`src/hdl/sas_regs.vh`:
```
`ifndef SAS_REGS_VH
`define SAS_REGS_VH

// ----------------------------------------------------------------
// register addresses
// ----------------------------------------------------------------
`define SAS_ADDR_OPTION 8'h94
`define SAS_ADDR_FLAGS 8'h95
`define SAS_ADDR_RES_LO 8'hAA
`define SAS_ADDR_RES_HI 8'hAB
`define SAS_ADDR_CHANNEL_AND_REFERENCE_SELECT 8'hAE
`define SAS_ADDR_AUX 8'hF8

// ----------------------------------------------------------------
// field positions and reset values
// ----------------------------------------------------------------
`define SAS_OPT_DIV_HI 3
`define SAS_OPT_DIV_LO 2
`define SAS_FLG_DONE 4
`define SAS_AUX_FORCE 5
`define SAS_AUX_START 4
`define SAS_CH_LOW_HI 7
`define SAS_CH_LOW_LO 4
`define SAS_CH_TOP 3
`define SAS_CH_REF 2
`define SAS_CH_LVL_HI 1
`define SAS_CH_LVL_LO 0
`define SAS_CHANNEL_AND_REFERENCE_SELECT_RST 8'hF0
`define SAS_DIV_RST 2'h0

// ----------------------------------------------------------------
// divider terminal counts (divide by 32, 16, 8, 4)
// ----------------------------------------------------------------
`define SAS_DIV_SEL_32 2'h0
`define SAS_DIV_SEL_16 2'h1
`define SAS_DIV_SEL_8 2'h2
`define SAS_DIV_TERM_32 5'h1F
`define SAS_DIV_TERM_16 5'h0F
`define SAS_DIV_TERM_8 5'h07
`define SAS_DIV_TERM_4 5'h03

// ----------------------------------------------------------------
// conversion timing in converter clocks
// ----------------------------------------------------------------
`define SAS_CONV_LAST 6'h31
`define SAS_SH_CLKS 6'h1A
`define SAS_RES_BITS 12
`define SAS_RES_HI_MSB 11
`define SAS_RES_HI_LSB 4
`define SAS_RES_LO_MSB 3

// ----------------------------------------------------------------
// channel codes and reference settings
// ----------------------------------------------------------------
`define SAS_CH_EXT_LO_MAX 5'h0B
`define SAS_CH_BANDGAP 5'h0C
`define SAS_CH_GROUND 5'h0E
`define SAS_CH_QUARTER 5'h0F
`define SAS_CH_EXT_HI_MIN 5'h10
`define SAS_CH_EXT_HI_MAX 5'h16
`define SAS_REF_BANDGAP 1'h1
`define SAS_BG_LEVEL_254 2'h1

`endif

```
`src/hdl/sas_clk_div.v`:
```
`timescale 1ns/1ps
`include "sas_regs.vh"

module sas_clk_div (
	input wire ref_clk,
	input wire rst_n,
	input wire run,
	input wire [1:0] div_sel,
	output reg conv_tick_reg
);

reg [4:0] cnt_reg;
reg [4:0] term;

// ----------------------------------------------------------------
// divide select decode
// ----------------------------------------------------------------
always @* begin
	case (div_sel)
		`SAS_DIV_SEL_32: term = `SAS_DIV_TERM_32;
		`SAS_DIV_SEL_16: term = `SAS_DIV_TERM_16;
		`SAS_DIV_SEL_8: term = `SAS_DIV_TERM_8;
		default: term = `SAS_DIV_TERM_4;
	endcase
end

// ----------------------------------------------------------------
// counter, one tick per converter clock period
// ----------------------------------------------------------------
always @(posedge ref_clk or negedge rst_n) begin
	if (!rst_n) begin
		cnt_reg <= 5'h00;
		conv_tick_reg <= 1'b0;
	end else if (!run) begin
		cnt_reg <= 5'h00;
		conv_tick_reg <= 1'b0;
	end else if (cnt_reg >= term) begin
		cnt_reg <= 5'h00;
		conv_tick_reg <= 1'b1;
	end else begin
		cnt_reg <= cnt_reg + 5'h01;
		conv_tick_reg <= 1'b0;
	end
end

endmodule

```
`src/hdl/sas_sar_core.v`:
```
`timescale 1ns/1ps
`include "sas_regs.vh"

module sas_sar_core (
	input wire ref_clk,
	input wire rst_n,
	input wire start,
	input wire abort,
	input wire tick,
	input wire cmp_high,
	output reg busy_reg,
	output reg done_reg,
	output reg sample_hold_reg,
	output reg [11:0] trial_reg,
	output reg [11:0] result_reg
);

reg [5:0] cnt_reg;
wire [5:0] phase;
wire [3:0] step;
wire in_sar;
wire [11:0] trial_next;

assign phase = cnt_reg - `SAS_SH_CLKS;
assign step = phase[4:1];
assign in_sar = busy_reg && tick && (cnt_reg >= `SAS_SH_CLKS);

// ----------------------------------------------------------------
// two converter clocks per bit: set trial, then keep or drop
// ----------------------------------------------------------------
genvar i;
generate
	for (i = 0; i < `SAS_RES_BITS; i = i + 1) begin : g_bit
		localparam integer STEP_I = `SAS_RES_BITS - 1 - i;
		assign trial_next[i] = (in_sar && step == STEP_I[3:0]) ?
			(phase[0] ? (trial_reg[i] & cmp_high) : 1'b1) : trial_reg[i];
	end
endgenerate

// ----------------------------------------------------------------
// sequence: sample and hold, twelve bit steps, completion
// ----------------------------------------------------------------
always @(posedge ref_clk or negedge rst_n) begin
	if (!rst_n) begin
		busy_reg <= 1'b0;
		done_reg <= 1'b0;
		sample_hold_reg <= 1'b0;
		cnt_reg <= 6'h00;
		trial_reg <= 12'h000;
		result_reg <= 12'h000;
	end else begin
		done_reg <= 1'b0;
		if (start) begin
			busy_reg <= 1'b1;
			sample_hold_reg <= 1'b1;
			cnt_reg <= 6'h00;
			trial_reg <= 12'h000;
		end else if (abort) begin
			busy_reg <= 1'b0;
			sample_hold_reg <= 1'b0;
		end else if (busy_reg && tick) begin
			trial_reg <= trial_next;
			cnt_reg <= cnt_reg + 6'h01;
			if (cnt_reg == `SAS_SH_CLKS - 6'h01) begin
				sample_hold_reg <= 1'b0;
			end
			if (cnt_reg == `SAS_CONV_LAST) begin
				busy_reg <= 1'b0;
				done_reg <= 1'b1;
				result_reg <= trial_next;
			end
		end
	end
end

endmodule

```
`src/hdl/sas_top.v`:
```
// What this block does
// - converter clock is system clock /32,/16,/8,/4
// - start bit begins conversion, cleared at end
// - done flag set, interrupt raised when enabled
// - done flag cleared by EFh or start
// - writing zero clears the start bit
// - conversion lasts fifty converter clocks in total
// - result loaded when done flag sets
// - high byte bits 11-4, low nibble bits 3-0
// - five-bit channel code: top bit plus field
// - channel code map with internal and reserved codes
// - bandgap force bit keeps generator on, except in low power mode
`timescale 1ns/1ps
`include "sas_regs.vh"

module sas_top (
	input wire ref_clk,
	input wire rst_n,
	input wire [7:0] sfr_addr,
	input wire sfr_wr,
	input wire sfr_rd,
	input wire [7:0] sfr_wdata,
	output reg [7:0] sfr_rdata_reg,
	input wire conv_int_enable,
	input wire low_power_mode,
	input wire cmp_in,
	output reg conv_irq_reg,
	output reg [4:0] mux_code_reg,
	output reg mux_external_reg,
	output reg mux_bandgap_reg,
	output reg mux_ground_reg,
	output reg mux_quarter_reg,
	output reg ref_bandgap_reg,
	output reg [1:0] bandgap_level_reg,
	output reg bandgap_enable_reg,
	output wire sample_hold,
	output wire [11:0] dac_code
);

// ----------------------------------------------------------------
// software-visible state and comparator synchronizer
// ----------------------------------------------------------------
reg [1:0] div_sel_reg;
reg done_flag_reg;
reg start_bit_reg;
reg force_bg_reg;
reg [7:0] channel_and_reference_select_reg;
reg cmp_meta_reg;
reg cmp_sync_reg;
reg [7:0] result_high_byte_reg;
reg [3:0] result_low_nibble_reg;

// ----------------------------------------------------------------
// sequencer connections
// ----------------------------------------------------------------
wire conv_tick;
wire busy;
wire done;
wire [11:0] result;
wire wr_option;
wire wr_flags;
wire wr_channel_and_reference_select;
wire wr_aux;
wire sw_start;
wire sw_stop;
wire div_run;
wire [4:0] code_next;
reg [7:0] rdata_next;
reg [4:0] mux_code_next;
reg ext_next;
reg bg_sel_next;
reg gnd_next;
reg quarter_next;
reg bg_en_next;

// ----------------------------------------------------------------
// write decode
// ----------------------------------------------------------------
assign wr_option = sfr_wr && (sfr_addr == `SAS_ADDR_OPTION);
assign wr_flags = sfr_wr && (sfr_addr == `SAS_ADDR_FLAGS);
assign wr_channel_and_reference_select = sfr_wr && (sfr_addr == `SAS_ADDR_CHANNEL_AND_REFERENCE_SELECT);
assign wr_aux = sfr_wr && (sfr_addr == `SAS_ADDR_AUX);
assign sw_start = wr_aux && sfr_wdata[`SAS_AUX_START];
assign sw_stop = wr_aux && !sfr_wdata[`SAS_AUX_START];

// ----------------------------------------------------------------
// comparator input from the analog side
// ----------------------------------------------------------------
always @(posedge ref_clk or negedge rst_n) begin
	if (!rst_n) begin
		cmp_meta_reg <= 1'b0;
		cmp_sync_reg <= 1'b0;
	end else begin
		cmp_meta_reg <= cmp_in;
		cmp_sync_reg <= cmp_meta_reg;
	end
end

// ----------------------------------------------------------------
// a restart also restarts the converter clock phase
// ----------------------------------------------------------------
assign div_run = busy && !sw_start;

// ----------------------------------------------------------------
// converter clock and approximation sequence
// ----------------------------------------------------------------
sas_clk_div u_clk_div (
	.ref_clk(ref_clk),
	.rst_n(rst_n),
	.run(div_run),
	.div_sel(div_sel_reg),
	.conv_tick_reg(conv_tick)
);

sas_sar_core u_sar_core (
	.ref_clk(ref_clk),
	.rst_n(rst_n),
	.start(sw_start),
	.abort(sw_stop),
	.tick(conv_tick),
	.cmp_high(cmp_sync_reg),
	.busy_reg(busy),
	.done_reg(done),
	.sample_hold_reg(sample_hold),
	.trial_reg(dac_code),
	.result_reg(result)
);

// ----------------------------------------------------------------
// control registers
// ----------------------------------------------------------------
always @(posedge ref_clk or negedge rst_n) begin
	if (!rst_n) begin
		div_sel_reg <= `SAS_DIV_RST;
		channel_and_reference_select_reg <= `SAS_CHANNEL_AND_REFERENCE_SELECT_RST;
		force_bg_reg <= 1'b0;
	end else begin
		if (wr_option) begin
			div_sel_reg <= sfr_wdata[`SAS_OPT_DIV_HI:`SAS_OPT_DIV_LO];
		end
		if (wr_channel_and_reference_select) begin
			channel_and_reference_select_reg <= sfr_wdata;
		end
		if (wr_aux) begin
			force_bg_reg <= sfr_wdata[`SAS_AUX_FORCE];
		end
	end
end

// ----------------------------------------------------------------
// start bit and done flag
// ----------------------------------------------------------------
always @(posedge ref_clk or negedge rst_n) begin
	if (!rst_n) begin
		start_bit_reg <= 1'b0;
		done_flag_reg <= 1'b0;
	end else begin
		if (sw_start) begin
			start_bit_reg <= 1'b1;
		end else if (sw_stop || done) begin
			start_bit_reg <= 1'b0;
		end
		if (done) begin
			done_flag_reg <= 1'b1;
		end else if (sw_start) begin
			done_flag_reg <= 1'b0;
		end else if (wr_flags && !sfr_wdata[`SAS_FLG_DONE]) begin
			done_flag_reg <= 1'b0;
		end
	end
end

// ----------------------------------------------------------------
// result bytes, loaded with the done flag
// ----------------------------------------------------------------
always @(posedge ref_clk or negedge rst_n) begin
	if (!rst_n) begin
		result_high_byte_reg <= 8'h00;
		result_low_nibble_reg <= 4'h0;
	end else if (done) begin
		result_high_byte_reg <= result[`SAS_RES_HI_MSB:`SAS_RES_HI_LSB];
		result_low_nibble_reg <= result[`SAS_RES_LO_MSB:0];
	end
end

// ----------------------------------------------------------------
// interrupt request
// ----------------------------------------------------------------
always @(posedge ref_clk or negedge rst_n) begin
	if (!rst_n) begin
		conv_irq_reg <= 1'b0;
	end else begin
		conv_irq_reg <= done_flag_reg && conv_int_enable;
	end
end

// ----------------------------------------------------------------
// channel decode
// ----------------------------------------------------------------
assign code_next = {channel_and_reference_select_reg[`SAS_CH_TOP], channel_and_reference_select_reg[`SAS_CH_LOW_HI:`SAS_CH_LOW_LO]};

always @* begin
	mux_code_next = code_next;
	ext_next = 1'b0;
	bg_sel_next = 1'b0;
	gnd_next = 1'b0;
	quarter_next = 1'b0;
	if (code_next <= `SAS_CH_EXT_LO_MAX) begin
		ext_next = 1'b1;
	end else if (code_next >= `SAS_CH_EXT_HI_MIN && code_next <= `SAS_CH_EXT_HI_MAX) begin
		ext_next = 1'b1;
	end else if (code_next == `SAS_CH_BANDGAP) begin
		bg_sel_next = 1'b1;
	end else if (code_next == `SAS_CH_GROUND) begin
		gnd_next = 1'b1;
	end else if (code_next == `SAS_CH_QUARTER) begin
		quarter_next = 1'b1;
	end
end

// ----------------------------------------------------------------
// bandgap generator enable
// ----------------------------------------------------------------
always @* begin
	bg_en_next = 1'b0;
	if (low_power_mode) begin
		bg_en_next = 1'b0;
	end else if (force_bg_reg) begin
		bg_en_next = 1'b1;
	end else begin
		bg_en_next = busy && (bg_sel_next ||
			(channel_and_reference_select_reg[`SAS_CH_REF] == `SAS_REF_BANDGAP));
	end
end

// ----------------------------------------------------------------
// analog steering outputs
// ----------------------------------------------------------------
always @(posedge ref_clk or negedge rst_n) begin
	if (!rst_n) begin
		mux_code_reg <= 5'h00;
		mux_external_reg <= 1'b0;
		mux_bandgap_reg <= 1'b0;
		mux_ground_reg <= 1'b0;
		mux_quarter_reg <= 1'b0;
		ref_bandgap_reg <= 1'b0;
		bandgap_level_reg <= 2'h0;
		bandgap_enable_reg <= 1'b0;
	end else begin
		mux_code_reg <= mux_code_next;
		mux_external_reg <= ext_next;
		mux_bandgap_reg <= bg_sel_next;
		mux_ground_reg <= gnd_next;
		mux_quarter_reg <= quarter_next;
		ref_bandgap_reg <= channel_and_reference_select_reg[`SAS_CH_REF];
		bandgap_level_reg <= channel_and_reference_select_reg[`SAS_CH_LVL_HI:`SAS_CH_LVL_LO];
		bandgap_enable_reg <= bg_en_next;
	end
end

// ----------------------------------------------------------------
// read data, one cycle after the read strobe
// ----------------------------------------------------------------
always @* begin
	rdata_next = 8'h00;
	if (sfr_rd) begin
		case (sfr_addr)
			`SAS_ADDR_OPTION: begin
				rdata_next[`SAS_OPT_DIV_HI:`SAS_OPT_DIV_LO] = div_sel_reg;
			end
			`SAS_ADDR_FLAGS: begin
				rdata_next[`SAS_FLG_DONE] = done_flag_reg;
			end
			`SAS_ADDR_RES_LO: begin
				rdata_next = {result_low_nibble_reg, 4'h0};
			end
			`SAS_ADDR_RES_HI: begin
				rdata_next = result_high_byte_reg;
			end
			`SAS_ADDR_CHANNEL_AND_REFERENCE_SELECT: begin
				rdata_next = channel_and_reference_select_reg;
			end
			`SAS_ADDR_AUX: begin
				rdata_next[`SAS_AUX_FORCE] = force_bg_reg;
				rdata_next[`SAS_AUX_START] = start_bit_reg;
			end
			default: begin
				rdata_next = 8'h00;
			end
		endcase
	end
end

always @(posedge ref_clk or negedge rst_n) begin
	if (!rst_n) begin
		sfr_rdata_reg <= 8'h00;
	end else begin
		sfr_rdata_reg <= rdata_next;
	end
end

endmodule

```
`config.mk`:
```
export PLATFORM = sky130hd
export DESIGN_NAME = sas_top
export DESIGN_NICKNAME = d
export VERILOG_FILES = /design/src/hdl/sas_clk_div.v /design/src/hdl/sas_sar_core.v /design/src/hdl/sas_top.v
export VERILOG_INCLUDE_DIRS = /design/src /design/src/hdl
export SDC_FILE = /design/constraint.sdc
export NUM_CORES = 1
export LEC_CHECK = 0
export ABC_AREA = 1
export BUFFER_PORTS_ARGS = -buffer_cell sky130_fd_sc_hd__buf_2
export CAP_MARGIN = 30
export CORE_MARGIN = 5
export CORE_UTILIZATION = 40
export CTS_BUF_LIST = sky130_fd_sc_hd__clkbuf_2
export DETAILED_ROUTE_END_ITERATION = 8
export HOLD_SLACK_MARGIN = 0.12
export SYNTH_ARGS = -nofsm -noshare
export SYNTH_HDL_FRONTEND = slang
export SYNTH_SLANG_ARGS = --single-unit
export TNS_END_PERCENT = 100
```
`constraint.sdc`:
```
create_clock -name ref_clk -period 1.5 [get_ports ref_clk]
set_input_delay 0.3 -clock ref_clk [delete_from_list [all_inputs] [get_ports ref_clk]]
set_output_delay 0.3 -clock ref_clk [all_outputs]
set_load 0.02 [all_outputs]
```
==> impl_metrics.tcl, run 1 <==
set metrics [dict create \
    run_status "complete, but fails checks" \
    violations "negative setup slack" \
    ff2ff_path_depth 7 \
    cts_made_buffers 9 \
    synth_enable_flop_cells 0 \
    async_reset_ff_frac 1.00 \
    finalCriticalPeriod_ns 1.59 \
    arrival_ns 2.04 \
    worstPathRequired_ns 1.95 \
    fin_crit_sh 1.06 \
    start_kind "flip-flop" \
    finalHoldViolCount 0 \
    drc 0 \
    nFillCells 938 \
    worst_slew_margin_rel 0.735 \
    grt_util_met3 0.0422 \
    rsz0062_at_grt "true" \
    cp_slowest_cell "dfrtp_1" \
    worstPathMaxFanout 6 \
    syn_inst 512 \
    root_buffer "clkbuf_2" \
    wl_mm 10.4 \
    synth_area_per_cell_um2 8.29 \
    first_pass_iters 5 \
    grt-ovfl-total 0 \
    setup_violations 9 \
    fmax_mhz 628 \
    fp-row-count 37 \
    grtUsageMet1 0.200 \
    top_usage_layer "met2" \
    critPathBufInv 1 \
    r2r_slack_ns -0.09 \
    ys_types 36 \
    wire_per_inst_um 13.5 \
    crit_family "simple AND/OR/NAND/NOR gates" \
    use_met2 0.264 \
    die_h_um 113 \
    grt_pass1_vias 3512 \
    grtUsageTotal 0.156 \
    io_pins 58 \
    irDropWorstVdd_mv 0.428 \
    finClkSkew_ns 0.0325 \
    clk_pin_slew_worst_paths_ns 0.25 \
    die_area_um2 12800 \
    vias 3704 \
    ys_ff_latch 88 \
    setup_tns_ns -0.225 \
    h-tree-depth 3 \
    crit_chain "or2_4, ha_4, nand2_2, inv_2, nand2_1, nand4_1, and3_1" \
    hpwl_mm 7.08 \
    yosysWarningCount 0 \
    io_buffers 57 \
    rr_endpoint "u_clk_div.conv_tick_reg$_DFF_PN0_" \
    drt-initial-drc-count 170 \
    die_w_um 113 \
    grt_pass1_wl_mm 16.3 \
    power_density_nw_per_um2 689 \
    vias_per_cell 4.80 \
    critPathMaxStageDelay_ns 0.43 \
    clock_latency_ns 0.53 \
    core_area_um2 10300 \
    initial_core_util 0.411 \
    finalPower_mw 4.02 \
    place_congestion 0.899 \
    nNetsFinal 660 \
    clockBufferDepth 2 \
    clock_sinks 88 \
    grt_max_degree 37 \
    syn_area_um2 4240 \
    leakagePower_nw 2.91 \
    critPathCaptureType "flip-flop" \
    synthFlopType "dfrtp_1" \
    rr_startpoint "div_sel_reg[1]$_DFFE_PN0P_" \
    antenna_found_initial 0 \
    max_cap_viol_count 0 \
    syn_nets 542 \
    drv_slew 0 \
    layout-drive-gt1-share 0.331 \
    worstHoldPathType "primary input to asynchronous set/reset pin" \
    insertedDiodeCount 0 \
    crit_type "flip-flop to flip-flop" \
    cts_tree "built" \
    setup_ws_ns -0.0912 \
    area_delta_synth_final_pct 37.3 \
    worstMarginPinSlew_ns 0.397 \
    ys_seq_area_frac 0.520 \
    postRouteAntennaNets 0 \
]
## how the worst max path moves through the flow
| stage | start | slack, ns | to | cells past startpoint |
|---|---|---|---|---|
| floorplan | div_sel_reg[0]$_DFFE_PN0P_ | -0.02 | u_clk_div.conv_tick_reg$_DFF_PN0_ | 7 |
| global placement | div_sel_reg[0]$_DFFE_PN0P_ | -0.04 | u_clk_div.conv_tick_reg$_DFF_PN0_ | 7 |
| detailed placement | div_sel_reg[0]$_DFFE_PN0P_ | -0.08 | u_clk_div.conv_tick_reg$_DFF_PN0_ | 7 |
| CTS | div_sel_reg[0]$_DFFE_PN0P_ | -0.08 | u_clk_div.cnt_reg[0]$_DFF_PN0_ | 7 |
| global route | div_sel_reg[1]$_DFFE_PN0P_ | -0.17 | u_clk_div.conv_tick_reg$_DFF_PN0_ | 7 |
| finish | div_sel_reg[1]$_DFFE_PN0P_ | -0.09 | u_clk_div.conv_tick_reg$_DFF_PN0_ | 7 |
## cell families (layout without fill, tap and decap cells)
kind of cell / count (synthesis) / count (layout) / share of synthesized area
buf+inv: 70 / 193 / 0.0779
mux: 1 / 1 / 0.00236
compound gates: 51 / 51 / 0.0684
xor+xnor: 6 / 6 / 0.0124
fa+ha+maj: 7 / 7 / 0.0206
simple gates: 289 / 289 / 0.298
flops: 88 / 88 / 0.520
## cell type report
| class | count | area (um^2) | share of cell area |
|---|---|---|---|
| clock buffer | 10 | 50.0 | 0.00859 |
| sequential | 88 | 2210 | 0.379 |
| inverter | 52 | 210 | 0.0361 |
| timing repair buffer | 125 | 1130 | 0.194 |
| multi-input combinational | 354 | 2010 | 0.345 |
| clock inverter | 6 | 45.0 | 0.00773 |
| tap | 136 | 170 | 0.0292 |
## metrics by stage
| step | cells | setup WS (ns) | instance area [um^2] | utilization | hold slack (ns) |
|---|---|---|---|---|---|
| after global placement | 724 | -0.0437 | 4900 | 0.475 | 0.246 |
| after CTS | 759 | -0.0760 | 5180 | 0.502 | 0.147 |
| after global routing | 771 | -0.171 | 5830 | 0.564 | 0.133 |
| after floorplan | 512 | -0.0158 | 4260 | - | 0.00441 |
| after detailed placement | 724 | -0.0790 | 4900 | 0.475 | 0.252 |
| final | 771 | -0.0912 | 5830 | 0.564 | 0.175 |
## layout by cell type (no fill, tap or decap), drive strengths merged
cell / Yosys / routed
nor3: 9 / 9
nand4: 12 / 12
ha: 7 / 7
o22ai: 2 / 2
o21ai: 32 / 32
clkinv: 2 / 5
o211ai: 2 / 2
and3: 1 / 1
nand2: 186 / 186
o21bai: 11 / 11
or2: 2 / 2
dfstp: 4 / 4
nor2: 35 / 35
clkbuf: 5 / 13
dlygate4sd3: 0 / 14
nand3b: 3 / 3
inv: 50 / 50
buf: 13 / 108
xor2: 4 / 4
a21oi: 4 / 4
dfrtp: 84 / 84
nand3: 40 / 40
xnor2: 2 / 2
and2: 1 / 1
mux2i: 1 / 1
clkinvlp: 0 / 3
## cells in the mapped netlist (2+ instances only)
| master | count | area share |
|---|---|---|
| buf_2 | 3 | 0.0035 |
| xnor2_1 | 2 | 0.0041 |
| inv_2 | 3 | 0.0027 |
| o21ai_0 | 32 | 0.038 |
| dfrtp_1 | 84 | 0.50 |
| nand4_1 | 12 | 0.018 |
| dfstp_2 | 4 | 0.025 |
| a21oi_1 | 4 | 0.0047 |
| o21bai_1 | 11 | 0.019 |
| clkbuf_1 | 5 | 0.0044 |
| buf_6 | 6 | 0.016 |
| nand2_2 | 5 | 0.0074 |
| buf_4 | 4 | 0.0071 |
| nor2_1 | 31 | 0.027 |
| nor2_4 | 3 | 0.0080 |
| or2_2 | 2 | 0.0029 |
| nand3b_1 | 3 | 0.0053 |
| nor3_1 | 8 | 0.0094 |
| o22ai_1 | 2 | 0.0029 |
| xor2_1 | 4 | 0.0083 |
| inv_1 | 46 | 0.041 |
| o211ai_1 | 2 | 0.0035 |
| nand2_1 | 180 | 0.16 |
| ha_1 | 7 | 0.021 |
| nand3_1 | 38 | 0.045 |
## what timing repair did
action,CTS,global route
endpoints found under the hold margin,111,0
resized for setup,3,138
buffers inserted,5,8
hold buffers,14,0
pin swaps,3,35
gates cloned,0,4
setup endpoints to repair,12,60
## metal layers
layer	part of all wire	up-vias	routed length, um
li1	-	1864	-
met1	0.44	1733	4580
met2	0.50	95	5240
met3	0.043	12	451
met4	0.011	0	112
met5	0	-	0
## worst reg2reg max path, cell delays in order, from the launching register on
cell and delay [ns]:
dfrtp_1 0.43, or2_4 0.26, ha_4 0.23, nand2_2 0.07, inv_2 0.03, nand2_1 0.04, nand4_1 0.22, and3_1 0.25
## power by group
| part | internal [mW] | switching [mW] | total, mW | leakage [nW] |
|---|---|---|---|---|
| clock network | 0.231 | 0.830 | 1.06 | 0.0562 |
| registers | 2.45 | 0.0455 | 2.50 | 1.14 |
| logic | 0.202 | 0.257 | 0.458 | 1.71 |
Power figures use the tool's default switching activity.
==> run 2: changes to the inputs <==
clock period = 1.8 ns   (was 1.5 ns; I/O delays follow)
==> run 2 against run 1 <==
Against the previous run: the run now ends clean; sequential power decreased by 17%; clock power about the same; non-clock buffer count decreased by 39.
==> impl_metrics.tcl, run 2 (synthesized netlist as in run 1, its figures left out) <==
set metrics [dict create \
    setup_tns_ns 0 \
    start_kind "flip-flop" \
    nFillCells 1024 \
    finClkSkew_ns 0.0314 \
    drt-initial-drc-count 145 \
    crit_type "flip-flop to flip-flop" \
    die_h_um 113 \
    drc 0 \
    area_delta_synth_final_pct 18.9 \
    cp_slowest_cell "dfrtp_1" \
    max_cap_viol_count 0 \
    die_w_um 113 \
    setup_violations 0 \
    clock_sinks 88 \
    worstPathRequired_ns 2.23 \
    layout-drive-gt1-share 0.198 \
    rsz0062_at_grt "false" \
    grt_pass1_vias 3365 \
    ff2ff_path_depth 7 \
    worstHoldPathType "primary input to asynchronous set/reset pin" \
    crit_chain "or2_2, ha_4, nand2_1, inv_1, nand4_1, nand4_1, and3_1" \
    worst_slew_margin_rel 0.671 \
    clk_pin_slew_worst_paths_ns 0.27 \
    insertedDiodeCount 0 \
    arrival_ns 2.16 \
    grtUsageTotal 0.152 \
    io_pins 58 \
    cpMostUsedCell "nand4_1" \
    wl_mm 9.07 \
    vias 3468 \
    critPathMaxStageDelay_ns 0.44 \
    place_area_um2 4720 \
    vias_per_cell 4.74 \
    nNetsFinal 621 \
    multi_input_area_um2 1750 \
    core_area_um2 10300 \
    design_area_um2 5050 \
    cts_tree "built" \
    fmax_mhz 578 \
    layout_commonest_cell "nand2_1" \
    initial_core_util 0.411 \
    grt_max_degree 34 \
    fin_crit_sh 0.961 \
    clockBufferDepth 2 \
    clock_latency_ns 0.53 \
    root_buffer "clkbuf_2" \
    drv_slew 0 \
    run_status "finished, final reports clean" \
    leakagePower_nw 2.63 \
    place_congestion 0.904 \
    finalPower_mw 3.45 \
    critPathCaptureType "flip-flop" \
    grt_pass1_wl_mm 15.9 \
    fp-row-count 37 \
    hpwl_mm 6.87 \
    die_area_um2 12800 \
    irDropWorstVdd_mv 0.332 \
    io_buffers 57 \
    first_pass_iters 4 \
    grt-ovfl-total 0 \
    mostFrequentLayoutCells "nand2_1, dfrtp_1, buf_2" \
    worstMarginPinSlew_ns 0.494 \
    worstPathMaxFanout 6 \
    wire_per_inst_um 12.4 \
    finalCriticalPeriod_ns 1.73 \
    finalHoldViolCount 0 \
    antenna_found_initial 0 \
    h-tree-depth 3 \
    power_density_nw_per_um2 683 \
    postRouteAntennaNets 0 \
    regArea_um2 2210 \
    cts_made_buffers 9 \
]
-- run 2: changes by cell type in the layout (fill, tap and decap cells not counted), moves of 4 or more --
cell      delta
buf_4       -32
o21bai_4     -5
nand2_1     +29
nand2_4      -5
nand2_2     -24
nor2_2       -4
nor2_4       -6
o21bai_1     +5
nor2_1      +10
buf_6       -33
buf_2       +29
inv_1        +4
-- run 2: what timing repair did --
action | CTS | global route
endpoints found under the hold margin | 110 | 0
buffers inserted | 1 | 1
hold buffers | 14 | 0
endpoints found under the setup margin | 1 | 19
pin swaps | 1 | 2
cloned | 0 | 0
gates resized for setup | 0 | 8
-- run 2: final timing paths --
check | from | end | slack (ns)
max | div_sel_reg[1]$_DFFE_PN0P_ | u_clk_div.conv_tick_reg$_DFF_PN0_ | 0.07
min | rst_n | mux_bandgap_reg$_DFF_PN0_ | 0.22
max reg2reg | div_sel_reg[1]$_DFFE_PN0P_ | u_clk_div.conv_tick_reg$_DFF_PN0_ | 0.07
min reg2reg | cmp_meta_reg$_DFF_PN0_ | cmp_sync_reg$_DFF_PN0_ | 0.39
max in group asynchronous | rst_n | u_sar_core.trial_reg[11]$_DFFE_PN0P_ | 1.04
min in group ref_clk | sfr_addr[1] | done_flag_reg$_DFFE_PN0P_ | 0.24
-- run 2: power by group --
| group | internal (mW) | switching, mW |
|---|---|---|
| registers | 2.04 | 0.0365 |
| clock network | 0.350 | 0.706 |
| logic | 0.119 | 0.193 |
-- run 2: area by class of cell --
| cell class | instances | share of cell area |
|---|---|---|
| Clock buffer | 10 | 0.00992 |
| Clock inverter | 6 | 0.0149 |
| Inverter | 52 | 0.0399 |
| Multi-Input combinational cell | 354 | 0.347 |
| Sequential cell | 88 | 0.438 |
| Tap cell | 136 | 0.0337 |
| Timing Repair Buffer | 86 | 0.117 |
-- run 2: per-layer routing --
| layer | up-vias | wire [um] | global-route usage |
|---|---|---|---|
| met3 | 11 | 486 | 0.0428 |
| met1 | 1584 | 4240 | 0.199 |
| met4 | 0 | 131 | 0.0353 |
| met5 | - | 0 | 0 |
| met2 | 86 | 4220 | 0.251 |
| li1 | 1787 | - | - |
-- run 2: through the flow --
| step | cells | hold WS [ns] | setup WS [ns] | util |
|---|---|---|---|---|
| after detailed placement | 700 | 0.307 | 0.0496 | 0.457 |
| final | 732 | 0.225 | 0.0711 | 0.489 |
| after CTS | 731 | 0.190 | 0.00464 | 0.483 |
| after global routing | 732 | 0.189 | 0.00958 | 0.489 |
| after global placement | 700 | 0.305 | 0.142 | 0.457 |
| after floorplan | 512 | 0.0644 | 0.200 | - |
-- run 2: worst max-delay path: cells and delay by family, from the launching register on --
kind / cells / cell delay, ns
adders and majority gates: 1 / 0.23
buffers and inverters: 1 / 0.05
DFF: 1 / 0.44
and+or+nand+nor: 5 / 0.92
==> run 3: changes to the inputs <==
CORE_MARGIN = not set   (was 5)
==> run 3 against run 2 <==
Against the previous run: maximum frequency grew 3.5%; non-clock buffer count is the same; worst setup slack gained 0.059 ns; global-route usage grew 2.8 points; via count grew 0.46%; critical path type unchanged; largest power group unchanged.
==> impl_metrics.tcl, run 3 (synthesized netlist as in run 1, its figures left out) <==
set metrics [dict create \
    run_status "finished, final reports clean" \
    crit_type "flip-flop to flip-flop" \
    hold_ws_ns 0.227 \
    root_buffer "clkbuf_2" \
    rsz0062_at_grt "false" \
    clockBufferDepth 2 \
    setup_ws_ns 0.130 \
    vias_per_cell 4.76 \
    irDropWorstVdd_mv 0.318 \
    die_area_um2 11000 \
    finalCriticalPeriod_ns 1.67 \
    worstMarginPinSlew_ns 0.500 \
    multi_input_area_um2 1740 \
    grtUsageTotal 0.180 \
    leakagePower_nw 2.63 \
    wire_per_inst_um 12.3 \
    swShare 0.271 \
    pre_cts_ws_ns 0.0772 \
    highest_layer "met4" \
    min-delay-start "sfr_addr[5]" \
    dp_cells 701 \
    cp-startpoint "div_sel_reg[0]$_DFFE_PN0P_" \
    netSwitchingPower_uw 923 \
    max_cap_viol_count 0 \
    h-tree-depth 3 \
    grt_max_degree 42 \
    nFillCells 1007 \
    clock_sinks 88 \
    initial_core_util 0.411 \
    mostFrequentLayoutCells "nand2_1, dfrtp_1, buf_2" \
    power_frac_seq 0.610 \
    core_area_um2 10300 \
    io_pins 58 \
    first_pass_iters 4 \
    clock_latency_ns 0.52 \
    io_buffers 57 \
    setup_violations 0 \
    grt-ovfl-total 0 \
    regArea_um2 2210 \
    r2r_slack_ns 0.13 \
    die_h_um 105 \
    rr_startpoint "div_sel_reg[0]$_DFFE_PN0P_" \
    nNetsFinal 621 \
    start_kind "flip-flop" \
    power_density_nw_per_um2 682 \
    cts_tree "built" \
    worst_slew_margin_rel 0.666 \
    power_frac_clock 0.302 \
    worstPathRequired_ns 2.29 \
    wl_met1_mm 4.29 \
    insertedDiodeCount 0 \
    postRouteAntennaNets 0 \
    fmax_mhz 599 \
    finalHoldViolCount 0 \
    crit_path_end "u_clk_div.conv_tick_reg$_DFF_PN0_" \
    vias 3484 \
    grt_pass1_wl_mm 16.0 \
    final_cells 732 \
    setup_tns_ns 0 \
    layout-drive-gt1-share 0.198 \
    arrival_ns 2.16 \
    hold_depth 5 \
    cts_made_buffers 9 \
    p_int_mw 2.49 \
    fin_crit_sh 0.928 \
    place_congestion 0.845 \
    hpwl_mm 6.73 \
    rr_endpoint "u_clk_div.conv_tick_reg$_DFF_PN0_" \
    drc 0 \
    fp-row-count 37 \
    antenna_found_initial 0 \
    wl_met2_mm 4.26 \
    grt_pass1_vias 3447 \
    finClkSkew_ns 0.0229 \
    layout_commonest_cell "nand2_1" \
    worstPathMaxFanout 6 \
    die_w_um 105 \
    area_delta_synth_final_pct 18.0 \
    wl_mm 9.02 \
    drv_slew 0 \
    wl_met3_um 371 \
    drt-initial-drc-count 110 \
    combPwrFrac 0.088 \
    critPathCaptureType "flip-flop" \
    ff2ff_path_depth 8 \
    worstHoldPathType "primary input to flip-flop" \
    clk_pin_slew_worst_paths_ns 0.24 \
]
==> run 3: changes by cell type in the layout (fill, tap and decap cells not counted), sizes merged <==
| cell | before | now |
|---|---|---|
| clkbuf | 10 | 9 |
| clkinvlp | 1 | 2 |
==> run 3: metal layers <==
metal  track usage  up-vias
li1              -     1780
met4        0.0584        0
met3        0.0343        8
met1         0.233     1607
met5             0        -
met2         0.304       89
==> run 3: cell type report <==
class                      instances  share of cell area
sequential                        88               0.441
timing repair buffer              86               0.113
clock buffer                       9             0.00900
tap                              136              0.0340
multi-input combinational        354               0.347
inverter                          52              0.0402
clock inverter                     7              0.0153
==> run 3: power groups by stage <==
stage | Sequential [mW] | Clock (mW) | Combinational, mW
finish | 2.08 | 1.03 | 0.302
global route | 2.09 | 1.15 | 0.342
CTS | 2.08 | 1.07 | 0.303
detailed placement | 2.11 | 0 | 0.279
global placement | 2.11 | 0 | 0.275
floorplan | 2.14 | 0 | 0.105
==> run 3: what timing repair did <==
item / CTS / global route
resized for setup: 0 / 8
hold buffers: 14 / 0
setup endpoints to repair: 0 / 19
endpoints found under the hold margin: 110 / 0
buffers inserted: 0 / 1
==> run 3: stage by stage <==
| stage | util | power (mW) | instance area [um^2] |
|---|---|---|---|
| 2_1_floorplan | - | 2.25 | 4240 |
| 3_3_place_gp | 0.455 | 2.39 | 4700 |
| 3_5_place_dp | 0.455 | 2.39 | 4700 |
| 4_1_cts | 0.481 | 3.46 | 4960 |
| 5_1_grt | 0.485 | 3.58 | 5000 |
| 6_report | 0.485 | 3.41 | 5000 |
==> run 3: worst min path at each step <==
stage / endpoint / slack (ns)
after floorplan: bandgap_enable_reg$_DFF_PN0_ / 0.06
after global placement: ref_bandgap_reg$_DFF_PN0_ / 0.32
after detailed placement: ref_bandgap_reg$_DFF_PN0_ / 0.32
after CTS: done_flag_reg$_DFFE_PN0P_ / 0.19
after global routing: done_flag_reg$_DFFE_PN0P_ / 0.24
final: done_flag_reg$_DFFE_PN0P_ / 0.23
==> run 3: critical path, stage by stage (launching register included) <==
cell and delay (ns):
dfrtp_1 0.46, or2_2 0.31, ha_4 0.28, nand2_1 0.05, inv_1 0.06, nand4_1 0.07
nand4_1 0.10, buf_4 0.15, and3_1 0.14
